==> config.mk <==
export PLATFORM = sky130hd
export DESIGN_NAME = cbt_regs
export DESIGN_NICKNAME = d
export VERILOG_FILES = /design/src/cbt_pkg.sv /design/src/cbt_regs.sv
export SDC_FILE = /design/constraint.sdc
export NUM_CORES = 1
export LEC_CHECK = 0
export BUFFER_PORTS_ARGS = -buffer_cell sky130_fd_sc_hd__buf_2
export CORE_UTILIZATION = 48
export DETAILED_ROUTE_END_ITERATION = 8
export GPL_ROUTABILITY_DRIVEN = 0
export PLACE_DENSITY = 0.85
export SLEW_MARGIN = 20
export SYNTH_ARGS = -nofsm -noshare
export SYNTH_HDL_FRONTEND = slang
export SYNTH_SLANG_ARGS = --single-unit
==> constraint.sdc <==
create_clock -name aclk -period 2 [get_ports aclk]
set_clock_uncertainty 0.15 [all_clocks]
set_input_delay 0.1 -clock aclk [delete_from_list [all_inputs] [get_ports aclk]]
set_output_delay 0.1 -clock aclk [all_outputs]
set_load 0.005 [all_outputs]
==> src/cbt_pkg.sv <==
// Constants and types for the CAN bit-timing and mailbox-direction block
//
// Overview of operation
// - Jump width field codes one to four quanta
// - Prescaler code n gives 2(n+1) clocks per quantum
// - Sample mode 0: one sample, end of segment one
// - Sample mode 1: three samples around that point
// - Segment two code n gives n+1 quanta
// - Segment one code n gives n+1 quanta
// - Direction bit 0 transmit, 1 receive
// - Bits 15..9 mailboxes 7..1, 7..0 mailboxes 15..8
// - Direction bit 8 reads one, ignores writes
package cbt_pkg;
  // Byte addresses on the register bus
  localparam logic [7:0] CBT_BIT_TIMING_ADDR = 8'h00;
  localparam logic [7:0] CBT_MAILBOX_DIR_ADDR = 8'h04;
  // Reset values
  localparam logic [15:0] CBT_BIT_TIMING_RST = 16'h0000;
  localparam logic [15:0] CBT_MAILBOX_DIR_RST = 16'h0100;
  // Field positions in the timing register, and the reserved direction bit
  localparam int CBT_SJW_LSB = 14;
  localparam int CBT_PRESC_LSB = 8;
  localparam int CBT_SMODE_BIT = 7;
  localparam int CBT_SEG2_LSB = 4;
  localparam int CBT_SEG1_LSB = 0;
  localparam int CBT_DIR_RSVD_BIT = 8;
  // AXI response codes
  localparam logic [1:0] CBT_RESP_OKAY = 2'b00;
  localparam logic [1:0] CBT_RESP_SLVERR = 2'b10;

  // Decoded timing, in quanta and clocks
  typedef struct packed {
    logic [2:0] sjw_tq;
    logic [7:0] tq_clocks;
    logic       triple;
    logic [3:0] seg2_tq;
    logic [4:0] seg1_tq;
  } cbt_timing_t;

  // Quantum phase within a nominal bit
  typedef enum logic [1:0] {CBT_SYNC, CBT_SEG1, CBT_SEG2} cbt_phase_t;
endpackage

==> src/cbt_regs.sv <==
// Register file and bit-time sequencer for the CAN timing block
//
// Implementation choices: the register offsets and the AXI4-Lite register port.
`timescale 1ns/100ps
`default_nettype none
module cbt_regs
  import cbt_pkg::*;
(
  // Clock and reset
  input  wire logic        aclk,
  input  wire logic        aresetn,
  // AXI4-Lite write address and data
  input  wire logic [7:0]  s_axi_awaddr,
  input  wire logic        s_axi_awvalid,
  output var  logic        s_axi_awready,
  input  wire logic [31:0] s_axi_wdata,
  input  wire logic [3:0]  s_axi_wstrb,
  input  wire logic        s_axi_wvalid,
  output var  logic        s_axi_wready,
  // AXI4-Lite write response
  output var  logic [1:0]  s_axi_bresp,
  output var  logic        s_axi_bvalid,
  input  wire logic        s_axi_bready,
  // AXI4-Lite read
  input  wire logic [7:0]  s_axi_araddr,
  input  wire logic        s_axi_arvalid,
  output var  logic        s_axi_arready,
  output var  logic [31:0] s_axi_rdata,
  output var  logic [1:0]  s_axi_rresp,
  output var  logic        s_axi_rvalid,
  input  wire logic        s_axi_rready,
  // Receive line from the transceiver
  input  wire logic        can_rx,
  // Settings, sample results and bit start toward the protocol engine
  output var  logic [15:1] mailbox_rx_dir,
  output var  cbt_timing_t timing,
  output var  logic        sample_strobe,
  output var  logic        sampled_bit,
  output var  logic        bit_start
);

  ////////////////////////////////////////////////////////////////////
  // Register storage
  logic [15:0] bit_timing_config;
  logic [14:0] dir_bits; // 15..9 and 7..0, reserved bit dropped
  wire  [15:0] mailbox_direction_config =
    {dir_bits[14:8], 1'b1, dir_bits[7:0]};

  // Write channel: address and data taken in either order
  logic       aw_held;
  logic       w_held;
  logic [7:0] aw_addr;
  logic [31:0] w_data;
  logic [3:0]  w_strb;
  wire aw_fire = s_axi_awvalid && s_axi_awready;
  wire w_fire  = s_axi_wvalid && s_axi_wready;
  wire wr_go   = aw_held && w_held && !s_axi_bvalid;
  wire wr_tim  = aw_addr == CBT_BIT_TIMING_ADDR;
  wire wr_dir  = aw_addr == CBT_MAILBOX_DIR_ADDR;
  wire lo_en   = w_strb[0];
  wire hi_en   = w_strb[1];

  // Merge byte lanes into a 16-bit register
  function automatic logic [15:0] merge(input logic [15:0] old, input logic [31:0] d,
                                        input logic lo, input logic hi);
    merge = {hi ? d[15:8] : old[15:8], lo ? d[7:0] : old[7:0]};
  endfunction

  wire [15:0] next_timing = merge(bit_timing_config, w_data, lo_en, hi_en);
  wire [15:0] dir_merged  = merge(mailbox_direction_config, w_data, lo_en, hi_en);

  // Address and data latches; ready low while one is held
  always_ff @(posedge aclk) begin
    if (!aresetn) begin
      aw_held <= 1'b0;
      w_held  <= 1'b0;
      aw_addr <= 8'h00;
      w_data  <= 32'h0000_0000;
      w_strb  <= 4'h0;
    end else begin
      if (aw_fire) begin
        aw_held <= 1'b1;
        aw_addr <= s_axi_awaddr;
      end else if (wr_go) begin
        aw_held <= 1'b0;
      end
      if (w_fire) begin
        w_held <= 1'b1;
        w_data <= s_axi_wdata;
        w_strb <= s_axi_wstrb;
      end else if (wr_go) begin
        w_held <= 1'b0;
      end
    end
  end

  // Ready and response registers
  always_ff @(posedge aclk) begin
    if (!aresetn) begin
      s_axi_awready <= 1'b0;
      s_axi_wready  <= 1'b0;
      s_axi_bvalid  <= 1'b0;
      s_axi_bresp   <= CBT_RESP_OKAY;
    end else begin
      s_axi_awready <= !aw_held && !aw_fire;
      s_axi_wready  <= !w_held && !w_fire;
      if (wr_go) begin
        s_axi_bvalid <= 1'b1;
        s_axi_bresp  <= (wr_tim || wr_dir) ? CBT_RESP_OKAY : CBT_RESP_SLVERR;
      end else if (s_axi_bready) begin
        s_axi_bvalid <= 1'b0;
      end
    end
  end

  // Register update; bit 8 of direction never stored
  always_ff @(posedge aclk) begin
    if (!aresetn) begin
      bit_timing_config <= CBT_BIT_TIMING_RST;
      dir_bits          <= {CBT_MAILBOX_DIR_RST[15:9], CBT_MAILBOX_DIR_RST[7:0]};
    end else if (wr_go && wr_tim) begin
      bit_timing_config <= next_timing;
    end else if (wr_go && wr_dir) begin
      dir_bits <= {dir_merged[15:9], dir_merged[7:0]};
    end
  end

  ////////////////////////////////////////////////////////////////////
  // Read channel: one read at a time, answer the cycle after the arvalid and arready handshake
  wire [15:0] rd_word = (s_axi_araddr == CBT_BIT_TIMING_ADDR) ? bit_timing_config :
                        (s_axi_araddr == CBT_MAILBOX_DIR_ADDR) ? mailbox_direction_config : 16'h0000;
  wire rd_ok = (s_axi_araddr == CBT_BIT_TIMING_ADDR) || (s_axi_araddr == CBT_MAILBOX_DIR_ADDR);
  wire ar_fire = s_axi_arvalid && s_axi_arready;

  always_ff @(posedge aclk) begin
    if (!aresetn) begin
      s_axi_arready <= 1'b0;
      s_axi_rvalid  <= 1'b0;
      s_axi_rdata   <= 32'h0000_0000;
      s_axi_rresp   <= CBT_RESP_OKAY;
    end else begin
      s_axi_arready <= !s_axi_rvalid && !ar_fire && !s_axi_arready;
      if (ar_fire) begin
        s_axi_rvalid <= 1'b1;
        s_axi_rdata  <= {16'h0000, rd_word};
        s_axi_rresp  <= rd_ok ? CBT_RESP_OKAY : CBT_RESP_SLVERR;
      end else if (s_axi_rready) begin
        s_axi_rvalid <= 1'b0;
      end
    end
  end

  ////////////////////////////////////////////////////////////////////
  // Field decode into quanta and clocks
  wire [1:0] sjw_code   = bit_timing_config[CBT_SJW_LSB +: 2];
  wire [5:0] presc_code = bit_timing_config[CBT_PRESC_LSB +: 6];
  wire       smode      = bit_timing_config[CBT_SMODE_BIT];
  wire [2:0] seg2_code  = bit_timing_config[CBT_SEG2_LSB +: 3];
  wire [3:0] seg1_code  = bit_timing_config[CBT_SEG1_LSB +: 4];
  cbt_timing_t next_timing_dec;
  assign next_timing_dec.sjw_tq    = {1'b0, sjw_code} + 3'd1;
  assign next_timing_dec.tq_clocks = {1'b0, presc_code, 1'b0} + 8'd2;
  assign next_timing_dec.triple    = smode;
  assign next_timing_dec.seg2_tq   = {1'b0, seg2_code} + 4'd1;
  assign next_timing_dec.seg1_tq   = {1'b0, seg1_code} + 5'd1;

  // Direction bits reordered to mailbox numbers
  wire [15:1] next_dir = {dir_bits[7:0], dir_bits[14:8]};

  always_ff @(posedge aclk) begin
    if (!aresetn) begin
      timing         <= '0;
      mailbox_rx_dir <= '0;
    end else begin
      timing         <= next_timing_dec;
      mailbox_rx_dir <= next_dir;
    end
  end

  ////////////////////////////////////////////////////////////////////
  // Receive line synchroniser
  logic rx_meta;
  logic rx_sync;
  always_ff @(posedge aclk) begin
    if (!aresetn) begin
      rx_meta <= 1'b1;
      rx_sync <= 1'b1;
    end else begin
      rx_meta <= can_rx;
      rx_sync <= rx_meta;
    end
  end

  // Quantum prescaler and phase sequencer; no resync, engine owns that
  logic [7:0]  clk_cnt;
  logic [4:0]  tq_cnt;
  cbt_phase_t  phase;
  logic [2:0]  votes;
  wire tq_end   = clk_cnt == timing.tq_clocks - 8'd1;
  wire seg1_end = phase == CBT_SEG1 && tq_cnt == timing.seg1_tq - 5'd1;
  wire seg2_end = phase == CBT_SEG2 && tq_cnt == {1'b0, timing.seg2_tq} - 5'd1;
  // Sample points: before, at and after the segment-one end quantum
  wire pt_before = phase == CBT_SEG1 && tq_cnt == timing.seg1_tq - 5'd2;
  wire pt_main   = seg1_end;
  wire pt_after  = phase == CBT_SEG2 && tq_cnt == 5'd0;
  // Majority needs the after point, so triple mode reports one quantum later
  wire vote_maj  = (votes[0] & votes[1]) | (votes[0] & rx_sync) | (votes[1] & rx_sync);

  always_ff @(posedge aclk) begin
    if (!aresetn) begin
      clk_cnt       <= 8'h00;
      tq_cnt        <= 5'd0;
      phase         <= CBT_SYNC;
      votes         <= 3'b000;
      sample_strobe <= 1'b0;
      sampled_bit   <= 1'b1;
      bit_start     <= 1'b0;
    end else begin
      sample_strobe <= 1'b0;
      bit_start     <= 1'b0;
      clk_cnt       <= tq_end ? 8'h00 : clk_cnt + 8'd1;
      if (tq_end) begin
        unique case (phase)
          CBT_SYNC: begin
            phase  <= CBT_SEG1;
            tq_cnt <= 5'd0;
          end
          CBT_SEG1: begin
            if (seg1_end) begin
              phase  <= CBT_SEG2;
              tq_cnt <= 5'd0;
            end else begin
              tq_cnt <= tq_cnt + 5'd1;
            end
          end
          CBT_SEG2: begin
            if (seg2_end) begin
              phase     <= CBT_SYNC;
              bit_start <= 1'b1;
            end else begin
              tq_cnt <= tq_cnt + 5'd1;
            end
          end
        endcase
        if (pt_before) votes[0] <= rx_sync;
        if (pt_main) begin
          votes[1] <= rx_sync;
          if (!timing.triple) begin
            sample_strobe <= 1'b1;
            sampled_bit   <= rx_sync;
          end
        end
        if (pt_after && timing.triple) begin
          sample_strobe <= 1'b1;
          sampled_bit   <= vote_maj;
        end
      end
    end
  end
endmodule // cbt_regs
`default_nettype wire

Word-level counts from Yosys, hierarchy flattened
Index checks and enable logic that the tools add are counted.

word-level totals
  output and inout port bits = 80
  word-level logic and storage cells = 133
  register bits = 142

operators by class
  eq/ne operators = 12
  multiplexer cells = 24
  bitwise operators = 7
  $add $sub $neg = 10
  reduce and logical (&&, ||, !) cells = 47

operator list
  operator               count
  $mux W16               2
  $eq A8 B3 Y1 const B   2
  $logic_and A1 B1 Y1    16
  $logic_not A8 Y1       2
  $eq A5 B5 Y1           3
  $pmux W5 S3            1
  $reduce_and A3 Y1      5
  $mux W1                14
  $reduce_and A2 Y1      6
  $mux W5                2
  $reduce_bool A2 Y1     5
  $add A7 B2 Y8 const B  1
  $add A8 B1 Y8 const B  1
  $eq A8 B8 Y1           1
  $logic_not A1 Y1       8
  $mux W2                4
  $sub A8 B1 Y8 const B  1
  $ne A2 B2 Y1 const B   3
  $pmux W2 S3            1
  $add A4 B1 Y5 const B  1
  $add A5 B1 Y5 const B  1
  $logic_not A5 Y1       1
  $sub A4 B1 Y5 const B  1
  $sub A5 B1 Y5 const B  1
  12 further kinds       17

Longest topological paths before layout
  depth after elaboration = 5
  mapped depth = 10
  depth with buffers taken out = 9

Worst setup path after synthesis
No wires, ideal clock.

  path kind = register to register
  start = reg timing[11] (netlist bit)
  end = reg tq_cnt[2]
  setup slack = -278 ps
  buffers on the path = 1
  library setup time = 117 ps
  required time = 1733 ps
  cell stages (with the launch flop) = 11
  clock period less this slack = 2278 ps
  arrival time = 2011 ps
  cell sequence = dfxtp_1 -> buf_4 -> inv_1 -> ha_1 -> xor2_1 -> o211ai_1 -> a211oi_1 -> o211ai_1 -> nor3b_4 -> o22ai_1 -> o2bb2ai_1

between the ends
  cells in the longest elaborated chain, start to end = 3

RTL lines
  what                                line             RTL
  from (decl)                         cbt_regs.sv:36   output var cbt_timing_t timing,
  from (signal assigned)              cbt_regs.sv:175  timing <= next_timing_dec;
  $sub A8 B1 Y8                       cbt_regs.sv:199  wire tq_end = clk_cnt == timing.tq_clocks - 8'd1;
  $eq A8 B8 Y1                        cbt_regs.sv:199
  $reduce_and A2 Y1 (no source line)  n/a
  to (signal assigned)                cbt_regs.sv:233  tq_cnt <= tq_cnt + 5'd1;
  to (signal assigned)                cbt_regs.sv:241  tq_cnt <= tq_cnt + 5'd1;
  to (decl)                           cbt_regs.sv:196  logic [4:0] tq_cnt;

No other way between the ends.
A chain may end at the register's enable or synchronous reset.

Worst setup path in the final report
  start = reg timing[12] (netlist bit)
  end = reg tq_cnt[3]

The elaborated chain is that of the path after synthesis.

==> flow_summary.toml <==
[sta]
min_period_ns = 2.23
timing.final.setup_violations = 25
worst_path_setup_slack_after_routing_ns = -0.228
timing_worst_slew_pin_value_ns = 0.769
maxClockFrequency_mhz = 449
count_of_final_max_slew_check_failures = 0
final_min_period_over_clock_period = 1.11
maxSlewHeadroom = 0.486
setup_repair_after_global_routing_missed_its_margin = "yes"
whs_ns = 0.0276
hold_viol = 0

[synthesis]
synth.yosys.warnings = 0
synth_enable_flop_cells = 0
synth-main-ff-cell = "dfxtp_1"
yosysTopAreaCellShare = 0.476
netlist_top_cells_area = "dfxtp_1 48%, nand2_1 8.5%, a21oi_1 6.3%"
avgSynthCellArea_um2 = 8.73
ys_async_sr_fraction = 0
synth.cell_area_um2 = 5850
postSynthCellCount = 670
yosys_cell_types = 58
seq_area_frac_synth = 0.476
ff_latch_count_synth = 139
synth_top_area_cell = "dfxtp_1"

[layout]
area.growth.synth_to_final_pct = 34.0
layout.core_utilization = 0.672
fin_nets = 914
layout_commonest_cell = "dfxtp_1"
most-common-layout-cells = "136 x dfxtp_1, 124 x nand2_1, 102 x buf_2"
antenna-diode-count = 0
stdcell_count = 996
drive_above_1_share = 0.273
post_route_cell_area_um2 = 7830
fill_cells = 904

[placed_design]
placed_area_um2 = 6670
place.detailed.instances = 921
hpwl_um = 9490
place.port_buffers = 102

[critical_path]
rrSetupSlack_ns = -0.23
reg2regPathDepth = 9
crit_path_end_kind = "flip-flop"
cp_data_required_time_ns = 2.16
worstSetupPathType = "flip-flop to flip-flop"
worst-endpoint-arrival_ns = 2.39
startpoint_type = "flip-flop"
timing.rr.end = "tq_cnt[3]"
crit-reg2reg-launch = "timing[12]"
path_max_fanout = 6

[pwr]
power_frac_comb = 0.063
p_int_mw = 4.80
clockPowerShare = 0.481
power.switching_fraction = 0.236
power_leakage_nw = 3.26
p_switching_mw = 1.48
powerDensity_nw_per_um2 = 803
vdd_drop_max_mv = 0.572
seqPwrFrac = 0.455

[cts]
htreeDepth = 4
cts.reportedPaths.clkPinSlew_ns = 0.06
clkSinkCount = 139
insertion_delay_ns = 0.43
cts_tree = "done"
root_driver = "clkbuf_16"
inserted_clock_buffers = 17
max-clock-path-buffers = 2

[die]
std_cell_rows = 39
dieWidth_um = 112
floorplan.core_area_um2 = 11700
boundaryPins = 140
fp.dieH_um = 112
initial_utilization = 0.501
fp.dieArea_um2 = 12600

[worst_hold_path]
worst_hold_path.num_cells = 3
hold_wc_path_type = "input port to flip-flop"
hold-path-endpoint = "rx_sync"
min_from = "aresetn"

[global_route]
grt_pass1_wl_um = 24000
first_global_vias = 5153
grt_residual_overflow = 0
grt_antenna_before_repair = 0
grt_start_max_net_pins = 101
grt_util_all_layers = 0.244

[drt]
route.detailed.drc = 0
detailed_route_via_count = 5240
drt.antenna.violating_nets = 0
routed_wire_length_per_instance_um = 15.1
via_per_inst = 5.26
drt_wl_total_um = 15100
drt_first_pass_iters = 5
iteration_0_drc_markers = 388

[run_status]
outcome = "complete, but fails checks"
failed_checks = "setup timing"

[run]
cap_viol_max_count = 0
## state kept, by name (all words and copies together) (netlist names), 2 cells and up
name and count:
timing 20, bit_timing_config 16, s_axi_rdata 16, w_data 16
dir_bits 15, mailbox_rx_dir 15, aw_addr 8, clk_cnt 8
tq_cnt 5, phase 2, votes 2, w_strb 2
## cells in the mapped netlist (4+ instances only)
master and number:
nor2_1 31, o211ai_1 5, xnor2_1 15, o21ai_0 10
nor3_1 13, inv_1 16, buf_4 21, and2_1 24
mux2_2 15, xor2_1 17, nand3b_1 4, a21oi_1 74
nand2_1 132, dfxtp_1 139, buf_2 4, nand3_1 30
clkbuf_1 21, and3_1 7, mux2i_1 9, nand2b_1 11
ha_1 14
## per-layer routing
layer  GRT usage  wire [um]
met1       0.270       6260
met2       0.433       7780
met3      0.0637        723
met4       0.118        317
met5           0          0
## critical path: stages, from the launching register on
cell	delay, ns
dfxtp_2	0.34
inv_2	0.04
ha_4	0.25
xor2_1	0.14
o211ai_1	0.10
a211oi_1	0.19
o211ai_1	0.26
nor3b_4	0.37
o22ai_1	0.12
o2bb2ai_1	0.14
## cell type report
type,instances,area [um2],share of cell area
clock buffers,22,464,0.0593
clock inverters,10,109,0.0139
inverters,16,62.6,0.00799
multi-input cells,484,2980,0.381
flip-flops and latches,139,2790,0.356
well taps,143,179,0.0228
repair buffers,182,1250,0.160
## what timing repair did
action | 4_1_cts | 5_1_grt
pin swaps | 15 | 26
endpoints found under the hold margin | 30 | 0
hold buffers | 38 | 0
resized for setup | 12 | 32
setup endpoints to repair | 37 | 51
setup buffers | 2 | 3
## power by group through the flow
stage | logic, mW | clock network, mW | registers (mW)
final | 0.399 | 3.03 | 2.86
after global routing | 0.433 | 3.20 | 2.87
after CTS | 0.362 | 3.05 | 2.86
after detailed placement | 0.300 | 0 | 2.92
after global placement | 0.294 | 0 | 2.92
after floorplan | 0.212 | 0 | 2.91
## worst max-delay path by stage
stage               startpoint  cells past startpoint          to  slack [ns]
finish              timing[12]                      9   tq_cnt[3]       -0.23
global route        timing[12]                      9   tq_cnt[3]       -0.35
CTS                 timing[12]                      9    votes[1]       -0.20
detailed placement  timing[12]                      9  clk_cnt[4]       -0.23
global placement    timing[12]                      9   tq_cnt[2]       -0.16
floorplan           timing[11]                     10   tq_cnt[2]       -0.16
## kinds of logic (layout without fill, tap and decap cells)
| logic type | Yosys count | count (layout) | synth area share |
|---|---|---|---|
| AOI/OAI and AO/OA | 114 | 114 | 0.111 |
| muxes | 24 | 24 | 0.0443 |
| and+or+nand+nor | 281 | 281 | 0.234 |
| xor gates and xnor gates | 32 | 32 | 0.0479 |
| buffers and inverters | 65 | 230 | 0.0561 |
| adders and majority gates | 14 | 14 | 0.0300 |
| DFF | 139 | 139 | 0.476 |
| other | 1 | 19 | 0.000641 |
## through the flow
step	setup WS [ns]	total power, mW	TNS, ns
5_1_grt	-0.354	6.50	-6.07
3_5_place_dp	-0.232	3.22	-4.39
3_3_place_gp	-0.158	3.21	-2.16
4_1_cts	-0.200	6.27	-2.21
2_1_floorplan	-0.155	3.12	-1.90
6_report	-0.228	6.29	-2.98
Power figures use the tool's default switching activity.
